--- config.mk ---
export PLATFORM = sky130hd
export DESIGN_NAME = ccd_timing_gen_flat
export DESIGN_NICKNAME = d
export VERILOG_FILES = /design/src/include/ccd_readout_pkg.sv /design/src/include/ccd_link_if.sv /design/src/rtl/ccd_timing_gen.sv /design/src/flat_wrapper.sv
export SDC_FILE = /design/constraint.sdc
export NUM_CORES = 1
export LEC_CHECK = 0
export BUFFER_PORTS_ARGS = -buffer_cell sky130_fd_sc_hd__buf_2
export CORE_ASPECT_RATIO = 1.1
export CORE_MARGIN = 8
export CORE_UTILIZATION = 60
export DETAILED_ROUTE_END_ITERATION = 10
export PLACE_DENSITY = 0.94
export SYNTH_ARGS = -nofsm -noshare
export SYNTH_HDL_FRONTEND = slang
export SYNTH_SLANG_ARGS = --single-unit
--- constraint.sdc ---
create_clock -name ref_clk -period 7.1 [get_ports ref_clk]
set_clock_uncertainty 0.2 [all_clocks]
set_input_delay 0.71 -clock ref_clk [delete_from_list [all_inputs] [get_ports ref_clk]]
set_output_delay 0.71 -clock ref_clk [all_outputs]
set_load 0.01 [all_outputs]
--- src/include/ccd_readout_pkg.sv ---
package ccd_readout_pkg;

  // ----------------------------------------------------------------
  // Frame structure
  // ----------------------------------------------------------------
  localparam int TOP_DARK_ROWS = 2;
  localparam int ACTIVE_ROWS = 1208;
  localparam int BOTTOM_DARK_ROWS = 4;
  localparam int BUFFER_ROWS = 4;
  localparam int FRAME_ROWS = TOP_DARK_ROWS + ACTIVE_ROWS + BOTTOM_DARK_ROWS;

  // ----------------------------------------------------------------
  // Line structure
  // ----------------------------------------------------------------
  localparam int EMPTY_PIX = 4;
  localparam int DARK_PIX = 16;
  localparam int ACTIVE_PIX_SINGLE = 1608;
  localparam int ACTIVE_PIX_DUAL = 800;
  localparam int BUFFER_PIX = 4;
  localparam int HALF_REG_PIX = 824;
  localparam int SINGLE_LINE_CLOCKS = 1644;
  localparam int DUAL_LINE_CLOCKS = 824;
  localparam int DARK_EDGE_SKIP = 1;

  // ----------------------------------------------------------------
  // Widths and timing
  // ----------------------------------------------------------------
  localparam int PIX_W = 12;
  localparam int ROW_W = 11;
  localparam int COL_W = 11;
  localparam int CLK_MHZ = 40;
  localparam int VPULSE_NS = 1000;
  localparam int VPULSE_CYC = (VPULSE_NS * CLK_MHZ) / 1000;
  localparam int HOLD_W = 16;
  localparam logic [HOLD_W-1:0] HOLD_RESET = 16'h0028;

  // Pixel class reported by the sensor model
  typedef enum logic [1:0]
  {
    PIX_EMPTY = 2'b00,
    PIX_DARK = 2'b01,
    PIX_ACTIVE = 2'b10
  } pix_class_t;

  // Pixel value at a row and column: a plain deterministic pattern
  function automatic logic [PIX_W-1:0] pix_value
  (
    input logic [ROW_W-1:0] row,
    input logic [COL_W-1:0] col
  );
    pix_value = PIX_W'({row[5:0], col[5:0]});
  endfunction

endpackage

--- src/include/ccd_link_if.sv ---
`timescale 1ns/1ps
// Phase clocks from the timing generator and video back from the sensor
interface ccd_link_if;
  logic vertPhaseA;
  logic vertPhaseB;
  logic horizPhaseA;
  logic horizPhaseB;
  logic horizRightRev;
  logic lineDumpCtrl;
  logic [11:0] videoLeft;
  logic [11:0] videoRight;

  modport sensor
  (
    input vertPhaseA, vertPhaseB, horizPhaseA, horizPhaseB,
    input horizRightRev, lineDumpCtrl,
    output videoLeft, videoRight
  );
  modport timing
  (
    output vertPhaseA, vertPhaseB, horizPhaseA, horizPhaseB,
    output horizRightRev, lineDumpCtrl,
    input videoLeft, videoRight
  );
endinterface

--- src/rtl/ccd_timing_gen.sv ---
`timescale 1ns/1ps
module ccd_timing_gen
  import ccd_readout_pkg::*;
(
  // Clock and reset
  input wire logic ref_clk,
  input wire logic arst_n,
  // Configuration
  input wire logic dualMode,
  input wire logic [HOLD_W-1:0] holdCycles,
  input wire logic dumpRow,
  input wire logic startFrame,
  // Link to the sensor
  ccd_link_if.timing link,
  // Pixel stream
  output logic pixValid,
  output logic darkValid,
  output logic [PIX_W-1:0] pixLeft,
  output logic [PIX_W-1:0] pixRight,
  output logic lineDone,
  output logic frameDone,
  output logic busy
);

  typedef enum logic [1:0]
  {
    ST_IDLE = 2'b00,
    ST_VSHIFT = 2'b01,
    ST_HOLD = 2'b10,
    ST_HCLK = 2'b11
  } state_t;

  // ----------------------------------------------------------------
  // Sequencer state
  // ----------------------------------------------------------------
  state_t st_ff, nxt_st;
  logic [HOLD_W-1:0] cnt_ff, nxt_cnt; // Shared delay counter
  logic [COL_W-1:0] col_ff, nxt_col; // Horizontal clocks sent
  logic [ROW_W-1:0] row_ff, nxt_row; // Rows transferred
  logic ph_ff, nxt_ph; // Horizontal half period
  logic dump_ff, nxt_dump; // Dump level latched at frame start and at line end
  logic [COL_W-1:0] lastCol;

  // Mode chosen once per frame so a line never changes mode
  logic dual_ff, nxt_dual;
  assign lastCol = dual_ff ? COL_W'(DUAL_LINE_CLOCKS - 1) :
                   COL_W'(SINGLE_LINE_CLOCKS - 1);

  always_comb
  begin
    nxt_st = st_ff;
    nxt_cnt = cnt_ff;
    nxt_col = col_ff;
    nxt_row = row_ff;
    nxt_ph = ph_ff;
    nxt_dump = dump_ff;
    nxt_dual = dual_ff;
    case (st_ff)
      ST_IDLE:
      begin
        if (startFrame)
        begin
          nxt_dual = dualMode;
          nxt_row = '0;
          nxt_cnt = '0;
          nxt_dump = dumpRow;
          nxt_st = ST_VSHIFT;
        end
      end
      ST_VSHIFT:
      begin
        // Vertical pulse of fixed width
        nxt_cnt = cnt_ff + 1'b1;
        if (cnt_ff == HOLD_W'(VPULSE_CYC - 1))
        begin
          nxt_cnt = '0;
          nxt_st = ST_HOLD;
        end
      end
      ST_HOLD:
      begin
        // Wait after vertical falling edge
        nxt_cnt = cnt_ff + 1'b1;
        if (cnt_ff >= holdCycles)
        begin
          nxt_cnt = '0;
          nxt_col = '0;
          nxt_ph = 1'b0;
          nxt_st = ST_HCLK;
        end
      end
      ST_HCLK:
      begin
        nxt_ph = !ph_ff;
        if (ph_ff)
        begin
          nxt_col = col_ff + 1'b1;
          if (col_ff == lastCol)
          begin
            nxt_row = row_ff + 1'b1;
            nxt_dump = dumpRow;
            // Vertical only moves between lines
            nxt_st = (row_ff == ROW_W'(FRAME_ROWS - 1)) ? ST_IDLE :
                     ST_VSHIFT;
          end
        end
      end
      default: nxt_st = ST_IDLE;
    endcase
  end

  always_ff @(posedge ref_clk or negedge arst_n)
  begin
    if (!arst_n)
    begin
      st_ff <= ST_IDLE;
      cnt_ff <= '0;
      col_ff <= '0;
      row_ff <= '0;
      ph_ff <= 1'b0;
      dump_ff <= 1'b0;
      dual_ff <= 1'b0;
    end
    else
    begin
      st_ff <= nxt_st;
      cnt_ff <= nxt_cnt;
      col_ff <= nxt_col;
      row_ff <= nxt_row;
      ph_ff <= nxt_ph;
      dump_ff <= nxt_dump;
      dual_ff <= nxt_dual;
    end
  end

  // ----------------------------------------------------------------
  // Phase outputs
  // ----------------------------------------------------------------
  // Horizontal parked A high, B low outside clocking
  assign link.horizPhaseA = (st_ff == ST_HCLK) ? ph_ff : 1'b1;
  assign link.horizPhaseB = (st_ff == ST_HCLK) ? !ph_ff : 1'b0;
  assign link.vertPhaseA = (st_ff == ST_VSHIFT);
  assign link.vertPhaseB = (st_ff == ST_VSHIFT);
  assign link.horizRightRev = dual_ff;
  // Dump held only across the transfer
  assign link.lineDumpCtrl = (st_ff == ST_VSHIFT) && dump_ff;

  // ----------------------------------------------------------------
  // Pixel qualifiers
  // ----------------------------------------------------------------
  // Sensor answers after two sync stages plus its register
  logic [COL_W-1:0] sampCol_ff;
  logic [ROW_W-1:0] sampRow_ff;
  logic sampEn_ff, valid_ff, dark_ff, lineDone_ff, frameDone_ff;
  logic [PIX_W-1:0] pl_ff, pr_ff;
  logic [COL_W-1:0] actStart, actEnd;
  logic rowOk;
  assign actStart = COL_W'(EMPTY_PIX + DARK_PIX + BUFFER_PIX);
  assign actEnd = dual_ff ? COL_W'(EMPTY_PIX + DARK_PIX + ACTIVE_PIX_DUAL) :
                  COL_W'(EMPTY_PIX + DARK_PIX + ACTIVE_PIX_SINGLE
                         - BUFFER_PIX);
  assign rowOk = sampRow_ff >= ROW_W'(TOP_DARK_ROWS + BUFFER_ROWS) &&
                 sampRow_ff < ROW_W'(TOP_DARK_ROWS + ACTIVE_ROWS
                                     - BUFFER_ROWS);

  // Sample video late in the high phase, a full half period after edge
  always_ff @(posedge ref_clk or negedge arst_n)
  begin
    if (!arst_n)
    begin
      sampCol_ff <= '0;
      sampRow_ff <= '0;
      sampEn_ff <= 1'b0;
      valid_ff <= 1'b0;
      dark_ff <= 1'b0;
      pl_ff <= '0;
      pr_ff <= '0;
      lineDone_ff <= 1'b0;
      frameDone_ff <= 1'b0;
    end
    else
    begin
      sampEn_ff <= (st_ff == ST_HCLK) && ph_ff;
      sampCol_ff <= col_ff;
      // Line index counts from the first transferred row
      sampRow_ff <= row_ff;
      // Right output pixels stored reversed downstream
      valid_ff <= sampEn_ff && rowOk && !dump_ff && sampCol_ff >= actStart &&
                  sampCol_ff < actEnd;
      // Leading block always, trailing block only in single mode
      dark_ff <= sampEn_ff && ((sampCol_ff >=
                 COL_W'(EMPTY_PIX + DARK_EDGE_SKIP)
                 && sampCol_ff < COL_W'(EMPTY_PIX + DARK_PIX
                                        - DARK_EDGE_SKIP)) ||
                 (!dual_ff && sampCol_ff >= COL_W'(EMPTY_PIX + DARK_PIX
                  + ACTIVE_PIX_SINGLE + DARK_EDGE_SKIP) &&
                  sampCol_ff < COL_W'(EMPTY_PIX + 2 * DARK_PIX
                  + ACTIVE_PIX_SINGLE - DARK_EDGE_SKIP)));
      pl_ff <= link.videoLeft;
      pr_ff <= link.videoRight;
      lineDone_ff <= (st_ff == ST_HCLK) && ph_ff && col_ff == lastCol;
      frameDone_ff <= (st_ff == ST_HCLK) && ph_ff && col_ff == lastCol &&
                      row_ff == ROW_W'(FRAME_ROWS - 1);
    end
  end

  assign pixValid = valid_ff;
  assign darkValid = dark_ff;
  assign pixLeft = pl_ff;
  assign pixRight = pr_ff;
  assign lineDone = lineDone_ff;
  assign frameDone = frameDone_ff;
  assign busy = (st_ff != ST_IDLE);

endmodule

--- src/flat_wrapper.sv ---
// flat-port wrapper written by rule: the top's interface ports become plain ports
module ccd_timing_gen_flat import ccd_readout_pkg::*;
  (ref_clk, arst_n, dualMode, holdCycles, dumpRow, startFrame, pixValid, darkValid, pixLeft, pixRight, lineDone, frameDone, busy, link_vertPhaseA, link_vertPhaseB, link_horizPhaseA, link_horizPhaseB, link_horizRightRev, link_lineDumpCtrl, link_videoLeft, link_videoRight);
  ccd_link_if link_i ();
  input wire logic ref_clk;
  input wire logic arst_n;
  input wire logic dualMode;
  input wire logic [HOLD_W-1:0] holdCycles;
  input wire logic dumpRow;
  input wire logic startFrame;
  output logic pixValid;
  output logic darkValid;
  output logic [PIX_W-1:0] pixLeft;
  output logic [PIX_W-1:0] pixRight;
  output logic lineDone;
  output logic frameDone;
  output logic busy;
  output wire logic [$bits(link_i.vertPhaseA)-1:0] link_vertPhaseA;
  output wire logic [$bits(link_i.vertPhaseB)-1:0] link_vertPhaseB;
  output wire logic [$bits(link_i.horizPhaseA)-1:0] link_horizPhaseA;
  output wire logic [$bits(link_i.horizPhaseB)-1:0] link_horizPhaseB;
  output wire logic [$bits(link_i.horizRightRev)-1:0] link_horizRightRev;
  output wire logic [$bits(link_i.lineDumpCtrl)-1:0] link_lineDumpCtrl;
  input wire logic [$bits(link_i.videoLeft)-1:0] link_videoLeft;
  input wire logic [$bits(link_i.videoRight)-1:0] link_videoRight;
  assign link_vertPhaseA = link_i.vertPhaseA;
  assign link_vertPhaseB = link_i.vertPhaseB;
  assign link_horizPhaseA = link_i.horizPhaseA;
  assign link_horizPhaseB = link_i.horizPhaseB;
  assign link_horizRightRev = link_i.horizRightRev;
  assign link_lineDumpCtrl = link_i.lineDumpCtrl;
  assign link_i.videoLeft = link_videoLeft;
  assign link_i.videoRight = link_videoRight;
  ccd_timing_gen u_core (.ref_clk(ref_clk), .arst_n(arst_n), .dualMode(dualMode), .holdCycles(holdCycles), .dumpRow(dumpRow), .startFrame(startFrame), .link(link_i), .pixValid(pixValid), .darkValid(darkValid), .pixLeft(pixLeft), .pixRight(pixRight), .lineDone(lineDone), .frameDone(frameDone), .busy(busy));
endmodule
Word level (Yosys, flattened, before mapping)
Index checks and enable logic that the tools add are counted.
- output and inout bits: 35
- register bits: 94
- input bits: 45
- reduce and logical (&&, ||, !) cells: 28
- $add $sub $neg: 3
- $lt $le $gt $ge: 9
- equality and inequality tests: 11
- muxes and demuxes: 28
- operator list (kind ; count):
    $mux W11 ; 7
    $mux W16 ; 3
    $pmux W16 S3 ; 1
    $pmux W11 S2 ; 2
    $add A11 B1 Y11 const B ; 2
    $ge A11 B3 Y1 const B ; 2
    $lt A11 B11 Y1 const B ; 2
    $add A16 B1 Y16 const B ; 1
    $eq A16 B6 Y1 const B ; 1
    $ge A16 B16 Y1 ; 1
    $logic_and A1 B1 Y1 ; 13
    $eq A11 B11 Y1 ; 1
    $eq A11 B11 Y1 const B ; 1
    $ge A11 B11 Y1 const B ; 1
    $ge A11 B5 Y1 const B ; 1
    $lt A11 B11 Y1 ; 1
    $lt A11 B5 Y1 const B ; 1
    $mux W2 ; 5
    $ne A2 B1 Y1 const B ; 4
    $pmux W2 S4 ; 1
    $mux W1 ; 7
    $reduce_and A2 Y1 ; 3
    $reduce_bool A2 Y1 ; 3
    $reduce_and A5 Y1 ; 1
    other kinds (10) ; 14

Depth between registers and ports, before layout
Gate-level depths: netlist of run 1.
- depth after elaboration: 6
- depth in mapped cells: 9
- gate-level depth less buffers: 8

Worst setup path before layout of run 1
Ideal clock, no wire load.
- path type: in2reg
- start point: input port holdCycles[0]
- end point: register u_core.col_ff[5]
- setup slack: 4.387 ns
- library setup time: 0.110 ns
- data arrival time: 2.403 ns
- stages on the path: 8
- cell sequence: ha_1 > nand2b_1 > a2111o_1 > a32o_1 > o22ai_1 > clkbuf_1 > o21ai_0 > o41ai_1
- word-level cells in the longest chain between the ends: 3
- ends and longest elaborated chain (item ; line ; source):
    start, declared ; flat_wrapper.sv:8 ; input wire logic [HOLD_W-1:0] holdCycles;
    $ge A16 B16 Y1 ; ccd_timing_gen.sv:84 ; if (cnt_ff >= holdCycles)
    $ne A2 B1 Y1 (no source line) ; - ;
    $reduce_and A3 Y1 (no source line) ; - ;
    end signal, assigned ; ccd_timing_gen.sv:128 ; col_ff <= nxt_col;
    end, declared ; ccd_timing_gen.sv:38 ; logic [COL_W-1:0] col_ff, nxt_col;
No other way between the ends.
A chain may end at the register's enable or synchronous reset.

Final worst setup path of run 1
- start point: register u_core.cnt_ff[0]
- end point: register u_core.col_ff[5]
- word-level cells in the longest chain between the ends: 3
- ends and longest elaborated chain (item ; line ; source):
    start, declared ; ccd_timing_gen.sv:37 ; logic [HOLD_W-1:0] cnt_ff, nxt_cnt;
    start signal, assigned ; ccd_timing_gen.sv:127 ; cnt_ff <= nxt_cnt;
    $ge A16 B16 Y1 ; ccd_timing_gen.sv:84 ;
    $ne A2 B1 Y1 (no source line) ; - ;
    $reduce_and A3 Y1 (no source line) ; - ;
No other way between the ends.

==> results of run 1 <==
==> logic make-up after synthesis <==
| group | Yosys count | synth area share [%] |
|---|---|---|
| buffers and inverters | 41 | 4.01 |
| xor gates and xnor gates | 21 | 4.27 |
| DFF | 93 | 54.0 |
| muxes | 4 | 1.05 |
| AOI/OAI and AO/OA | 77 | 12.0 |
| adders and majority gates | 29 | 8.43 |
| and+or+nand+nor | 140 | 16.2 |
==> registers in the layout (all words and copies together) (netlist names) <==
name,flops
u_core.cnt_ff,16
u_core.col_ff,11
u_core.darkValid,1
u_core.dump_ff,1
u_core.frameDone,1
u_core.lineDone,1
u_core.link.horizRightRev,1
u_core.ph_ff,1
u_core.pixLeft,12
u_core.pixRight,12
u_core.pixValid,1
u_core.row_ff,11
u_core.sampCol_ff,11
u_core.sampEn_ff,1
u_core.sampRow_ff,10
u_core.st_ff,2
==> cells in the final DEF, fill, tap and decap left out, drive strengths merged, types with 11 or more instances in the layout <==
| cell | Yosys | routed |
|---|---|---|
| a21oi | 17 | 17 |
| buf | 4 | 80 |
| dfrtp | 93 | 93 |
| ha | 29 | 29 |
| inv | 31 | 36 |
| nand2 | 35 | 35 |
| nand3 | 11 | 11 |
| nand4 | 14 | 14 |
| nor2 | 38 | 38 |
| o21ai | 26 | 26 |
| xor2 | 12 | 12 |
==> worst max-delay path by stage <==
stage	startpoint	to	slack, ns	cells past startpoint
2_1_floorplan	holdCycles[0]	u_core.col_ff[5]	4.39	8
3_3_place_gp	holdCycles[0]	u_core.col_ff[5]	3.87	8
3_5_place_dp	holdCycles[13]	u_core.cnt_ff[5]	3.80	9
4_1_cts	u_core.cnt_ff[0]	u_core.col_ff[5]	4.13	8
5_1_grt	u_core.cnt_ff[0]	u_core.col_ff[5]	3.97	8
6_report	u_core.cnt_ff[0]	u_core.col_ff[5]	4.08	8
==> metal layers <==
| layer | track usage (%) | vias to the layer above | wire length [µm] |
|---|---|---|---|
| met5 | 0 | - | 0 |
| met4 | 6.93 | 0 | 165 |
| met3 | 4.41 | 21 | 517 |
| met2 | 32.7 | 116 | 4900 |
| met1 | 21.7 | 1630 | 3840 |
| li1 | - | 1584 | - |
==> per-stage QoR <==
stage                     util (%)  cells
after floorplan                  -    405
after global placement        68.0    560
after detailed placement      68.0    560
after CTS                     70.6    576
after global routing          70.6    576
final                         70.6    576
==> synth_stat cells, types with 4 or more instances <==
library cell	instances	area, µm²
sky130_fd_sc_hd__o21ai_1	18	90.1
sky130_fd_sc_hd__nor4_1	6	37.5
sky130_fd_sc_hd__clkbuf_1	6	22.5
sky130_fd_sc_hd__xnor2_1	9	78.8
sky130_fd_sc_hd__a2111oi_2	4	60.1
sky130_fd_sc_hd__xor2_1	12	105
sky130_fd_sc_hd__nand3_1	11	55.1
sky130_fd_sc_hd__a21oi_1	17	85.1
sky130_fd_sc_hd__o31ai_1	7	52.6
sky130_fd_sc_hd__nor2_1	38	143
sky130_fd_sc_hd__inv_1	30	113
sky130_fd_sc_hd__ha_1	29	363
sky130_fd_sc_hd__nand2_1	35	131
sky130_fd_sc_hd__a211oi_1	5	37.5
sky130_fd_sc_hd__nand4_1	14	87.6
sky130_fd_sc_hd__nand2b_1	8	50.1
sky130_fd_sc_hd__and2_1	6	37.5
sky130_fd_sc_hd__o21ai_0	8	40.0
sky130_fd_sc_hd__dfrtp_1	93	2330
sky130_fd_sc_hd__nor3_1	7	35.0
==> power breakdown <==
group / switching, W / internal, W
logic: 0.000253 / 0.000129
clock network: 0.000198 / 0.000136
registers: 0.0000526 / 0.000577
==> layout make-up <==
cell class	instances	share of cell area [%]
Sequential cell	93	47.0
Multi-Input combinational cell	271	36.5
Timing Repair Buffer	80	8.19
Clock buffer	9	2.50
Inverter	31	2.35
Tap cell	85	2.15
Clock inverter	7	1.29
==> results.txt, run 1 <==
----------------------------------------------------
[Timing]
  Transition at the pin with the smallest max-transition slack ... 1.09 ns
  Summed negative setup slack over all endpoints ... 0 ns
  Final hold slack ... 0.0375 ns
  Total of endpoints with negative setup slack in the final report ... 0
  Crit share post-route ... 42.6%
  Normalized max-slew margin ... 27.0%
  Fin crit period ... 3.02 ns
  Pins Over Slew Limit ... 0
  Setup repair after global routing missed its margin ... false
  Hold Vio Cnt, Final ... 0
  Highest attainable clock frequency ... 0.331 GHz
  Final WS setup ... 4.08 ns

[Job]
  Reported max-cap violation count ... 0

[Synthesis]
  Ys flop type ... sky130_fd_sc_hd__dfrtp_1
  Number of flops mapped to enable cells by yosys ... 0
  Seq/Total Area, Yosys ... 54.0%
  FF+latch count, synth ... 93
  Average cell area after synthesis ... 10.6 µm²
  Total number of yosys warnings ... 0
  Synthesized netlist net count ... 479
  Synthesized instance count ... 405
  Post-synth ARST share ... 100%
  Mapped cell area ... 0.00431 mm²
  Distinct cell type count after synthesis ... 52

[CTS]
  Number of instances resized during post-cts repair ... 0
  Clock Latency Late Sink ... 0.36 ns
  Clock-pin slew on the worst setup and hold paths ... 0.10 ns
  Clock tree from TritonCTS ... yes
  Sink Count ... 93
  Root Buffer ... sky130_fd_sc_hd__clkbuf_8
  Buffer count from post-CTS setup fixing ... 0
  Maximum clock insertion buffer count ... 2
  Number of buffers created by CTS ... 9
  Depth of the CTS H-tree ... 3
  Hold bufs inserted after CTS ... 0

[Place]
  Count of input and output buffers ... 79
  DPL Wire Length ... 6970 µm
  RePlAce Congestion ... 0.872
  Placement-stage cell area ... 0.00476 mm²
  Pre-CTS setup slack ... 3.80 ns

[Die]
  Die span in y ... 105 µm
  Core Footprint ... 0.00701 mm²
  Row count ... 32
  Initial core utilization ... 61.5%
  Top-level port count ... 80
  Die Outline Area ... 0.0101 mm²
  Die extent in x ... 96.8 µm

[Setup path]
  CP Launch Type ... flop
  Cell type of the slowest stage on the worst timing path ... sky130_fd_sc_hd__o22ai_1
  Setup Crit Path Kind ... flop to flop
  Internal reg-to-reg setup slack ... 4.08 ns
  CP Capture Type ... flop
  Worst EP required ... 7.14 ns
  Beginning of the worst register-to-register path ... u_core.cnt_ff[0]
  R2R depth ... 8
  Peak per-stage delay on the critical path ... 0.71 ns
  Top delay family on crit path ... compound AO/OA/AOI/OAI gates
  Data arrival, critical path ... 3.07 ns
  Buffers & Inverters on Critical Path ... 1
  Chain of cells forming the critical path ... inv_1 > ha_1 > nand2b_1 > a2111o_1 > a32o_1 > o22ai_1 > o21ai_0 > o41ai_1
  Capture instance of the worst register-to-register path ... u_core.col_ff[5]
  Top fanout value on the critical path ... 12

[Pwr]
  Total power consumption of the routed design ... 0.00134 W
  VDD IR max ... 0.234 mV
  LEAKAGE ... 2.42 nW
  Power per cell area ... 272 mW/mm²

[Routing]
  Violation count after the first detailed-routing iteration ... 225
  Antenna Violating Nets Remaining ... 0
  Final WL ... 9420 µm
  Drt first pass iters ... 4
  Vias per std cell ... 5.82
  Count of vias placed by the detailed router ... 3351
  Routed wire per std cell ... 16.4 µm
  Remaining routing DRC violations ... 0

[Final layout]
  Post-layout nets ... 560
  Area grow syn2layout ... 14.9%
  Area of all placed cells without fillers ... 0.00495 mm²
  Sequential cell area ... 0.00233 mm²
  Fraction of final layout cells with drive strength greater than 1 ... 20.8%
  Number of diodes added for antenna fixing ... 0
  Area of the multi-input gates ... 0.00181 mm²
  Filler cell count in the final layout ... 484

[Global route]
  Residual overflow from global routing ... 0
  GRT Total Usage ... 18.7%
  Number of global-route vias before repair ... 3497
  Wire length of the first global-routing pass ... 16000 µm
  Initial antenna violation count ... 0
  Pin count of the biggest net entering global routing ... 71

[Run status]
  Outcome ... finished, final reports clean

[Hold path]
  Classification of the worst-slack hold path ... input pin to async pin

----------------------------------------------------
(Power assumes the default switching activity.)
==> run 2: changes to the inputs <==
--- a/config.mk
+++ b/config.mk
@@ -8,9 +8,9 @@
 export BUFFER_PORTS_ARGS = -buffer_cell sky130_fd_sc_hd__buf_2
 export CORE_ASPECT_RATIO = 1.1
 export CORE_MARGIN = 8
-export CORE_UTILIZATION = 60
+export CORE_UTILIZATION = 55
 export DETAILED_ROUTE_END_ITERATION = 10
-export PLACE_DENSITY = 0.94
+export PLACE_DENSITY = 0.88
 export SYNTH_ARGS = -nofsm -noshare
 export SYNTH_HDL_FRONTEND = slang
 export SYNTH_SLANG_ARGS = --single-unit
==> constraint.sdc (replaced) <==
create_clock -name ref_clk -period 3.1 [get_ports ref_clk]
set_clock_uncertainty 0.2 [all_clocks]
set_input_delay 0.31 -clock ref_clk [delete_from_list [all_inputs] [get_ports ref_clk]]
set_output_delay 0.31 -clock ref_clk [all_outputs]
set_load 0.01 [all_outputs]
==> run 2 against run 1 <==
  * Flip-flop and latch count is the same
  * Register-to-register slack lost 3.7 ns
  * Cell area grew 7.2%
  * Largest power group unchanged
  * First-iteration DRC count shrank 16%
  * Combinational power grew 150%
==> results.txt, run 2 (synthesized netlist as in run 1, its figures left out) <==
----------------------------------------------------
[Hold path]
  Classification of the worst-slack hold path ... input pin to flop
  Number of cells on the worst hold path ... 4

[Global route]
  Fraction of met2 tracks used by global routing ... 33.8%
  Pin count of the biggest net entering global routing ... 56
  Initial antenna violation count ... 0
  Global routing usage on met3 ... 6.13%
  Met1 usage in global routing ... 21.1%
  GRT Total Usage ... 19.1%
  Number of global-route vias before repair ... 3629
  Busiest metal layer after global routing ... met2
  Residual overflow from global routing ... 0
  Wire length of the first global-routing pass ... 16600 µm

[CTS]
  Sink Count ... 93
  Clock-pin slew on the worst setup and hold paths ... 0.09 ns
  Depth of the CTS H-tree ... 3
  Clock Latency Late Sink ... 0.35 ns
  Clock tree from TritonCTS ... yes
  Buffer count from post-CTS setup fixing ... 0
  Maximum clock insertion buffer count ... 2
  Number of buffers created by CTS ... 9
  Root Buffer ... sky130_fd_sc_hd__clkbuf_8

[Final layout]
  Filler cell count in the final layout ... 599
  Final cell utilization of the core ... 68.5%
  Fraction of final layout cells with drive strength greater than 1 ... 20.7%
  Sequential cell area ... 0.00233 mm²
  Area of the multi-input gates ... 0.00181 mm²
  Largest reg by FF count ... u_core.cnt_ff
  Commonest non-fill, non-tap cell in the layout ... sky130_fd_sc_hd__dfrtp_1
  Max FFs per register ... 16
  Number of diodes added for antenna fixing ... 0
  Area grow syn2layout ... 23.2%
  Most used cells in the layout excluding fill and tap cells ... 93 x sky130_fd_sc_hd__dfrtp_1, 78 x sky130_fd_sc_hd__buf_2, 38 x sky130_fd_sc_hd__nor2_1
  Post-layout nets ... 593

[Place]
  DPL Wire Length ... 6930 µm
  RePlAce Congestion ... 0.906
  Count of input and output buffers ... 79
  Pre-CTS setup slack ... 0.143 ns

[Setup path]
  CP Launch Type ... flop
  R2R depth ... 7
  CP Capture Point ... u_core.cnt_ff[14]
  Setup Crit Path Kind ... flop to flop
  Beginning of the worst register-to-register path ... u_core.cnt_ff[13]
  CP Capture Type ... flop
  Internal reg-to-reg setup slack ... 0.43 ns
  Chain of cells forming the critical path ... ha_1 > nand4_1 > nor4_1 > a32o_1 > o21ai_1 > a21oi_2 > nor2_1
  Worst EP required ... 3.10 ns
  Capture instance of the worst register-to-register path ... u_core.cnt_ff[14]
  Top fanout value on the critical path ... 14
  Data arrival, critical path ... 2.68 ns
  Startpoint of the most critical setup path ... u_core.cnt_ff[13]
  Cell type of the slowest stage on the worst timing path ... sky130_fd_sc_hd__a21oi_2
  Peak per-stage delay on the critical path ... 0.53 ns

[Timing]
  Fin crit period ... 2.67 ns
  Total of endpoints with negative setup slack in the final report ... 0
  Final WS setup ... 0.427 ns
  Summed negative setup slack over all endpoints ... 0 ns
  Transition at the pin with the smallest max-transition slack ... 0.680 ns
  Pins Over Slew Limit ... 0
  Setup repair after global routing missed its margin ... false
  Highest attainable clock frequency ... 0.374 GHz
  Hold Vio Cnt, Final ... 0
  Crit share post-route ... 86.2%
  Normalized max-slew margin ... 54.7%

[Routing]
  Count of vias placed by the detailed router ... 3404
  Final WL ... 9750 µm
  Antenna Violating Nets Remaining ... 0
  Remaining routing DRC violations ... 0
  Violation count after the first detailed-routing iteration ... 188
  Vias per std cell ... 5.39
  Routed wire per std cell ... 15.5 µm
  Drt first pass iters ... 4

[Die]
  Initial core utilization ... 55.6%
  Die span in y ... 109 µm
  Die Outline Area ... 0.0109 mm²
  Row count ... 34
  Core Footprint ... 0.00774 mm²
  Top-level port count ... 80
  Die extent in x ... 100 µm

[Job]
  Reported max-cap violation count ... 0

[Pwr]
  Power per cell area ... 599 mW/mm²
  Total power consumption of the routed design ... 0.00318 W
  LEAKAGE ... 2.57 nW
  VDD IR max ... 0.351 mV

[Run status]
  Outcome ... finished, final reports clean

----------------------------------------------------
## run 2: cell count changes in the layout (fill, tap and decap cells not counted), sizes merged
cell / previous run / this run
buf: 80 / 86
clkinv: 0 / 1
bufinv: 0 / 1
inv: 36 / 33
dlygate4sd3: 0 / 27
## run 2: through the flow
| stage | cell area, µm² | std cells | hold WS (ns) |
|---|---|---|---|
| floorplan | 4310 | 405 | -0.186 |
| global placement | 4840 | 589 | 0.191 |
| detailed placement | 4840 | 589 | 0.196 |
| CTS | 5300 | 631 | 0.157 |
| global route | 5310 | 631 | 0.214 |
| finish | 5310 | 631 | 0.179 |
## run 2: final cells by class
class	instances	share of cell area [%]
sequential	93	43.9
multi-input combinational	271	34.1
timing repair buffer	113	13.6
tap	108	2.55
clock buffer	9	2.33
inverter	31	2.19
clock inverter	6	1.34
## run 2: power breakdown
group / switching [W] / internal, W / leakage [nW]
registers: 0.000113 / 0.00132 / 1.23
clock network: 0.000418 / 0.000375 / 0.0923
logic: 0.000592 / 0.000356 / 1.25
total: 0.00112 / 0.00205 / 2.57
## run 2: critical path, delay by kind of cell, from the launching register on
| kind | cells | cell delay [ns] |
|---|---|---|
| AOI/OAI and AO/OA | 3 | 0.92 |
| adders and majority gates | 1 | 0.34 |
| and+or+nand+nor | 3 | 0.61 |
| DFF | 1 | 0.43 |
## run 2: metal layers
metal | wire length, µm | vias to the layer above
li1 | - | 1651
met1 | 4000 | 1643
met2 | 4990 | 91
met3 | 564 | 19
met4 | 201 | 0
met5 | 0 | -
## run 2: how the worst min path moves through the flow
stage / start / end / slack (ns)
floorplan: arst_n / u_core.cnt_ff[0] / -0.19
global placement: arst_n / u_core.pixRight[11] / 0.19
detailed placement: arst_n / u_core.pixLeft[7] / 0.20
CTS: startFrame / u_core.cnt_ff[0] / 0.16
global route: startFrame / u_core.link.horizRightRev / 0.21
finish: startFrame / u_core.cnt_ff[0] / 0.18
## run 2: timing repair
item | CTS | global route
hold buffers | 27 | 0
setup endpoints to repair | 0 | 14
endpoints found under the hold margin | 79 | 0
resized for setup | 0 | 1
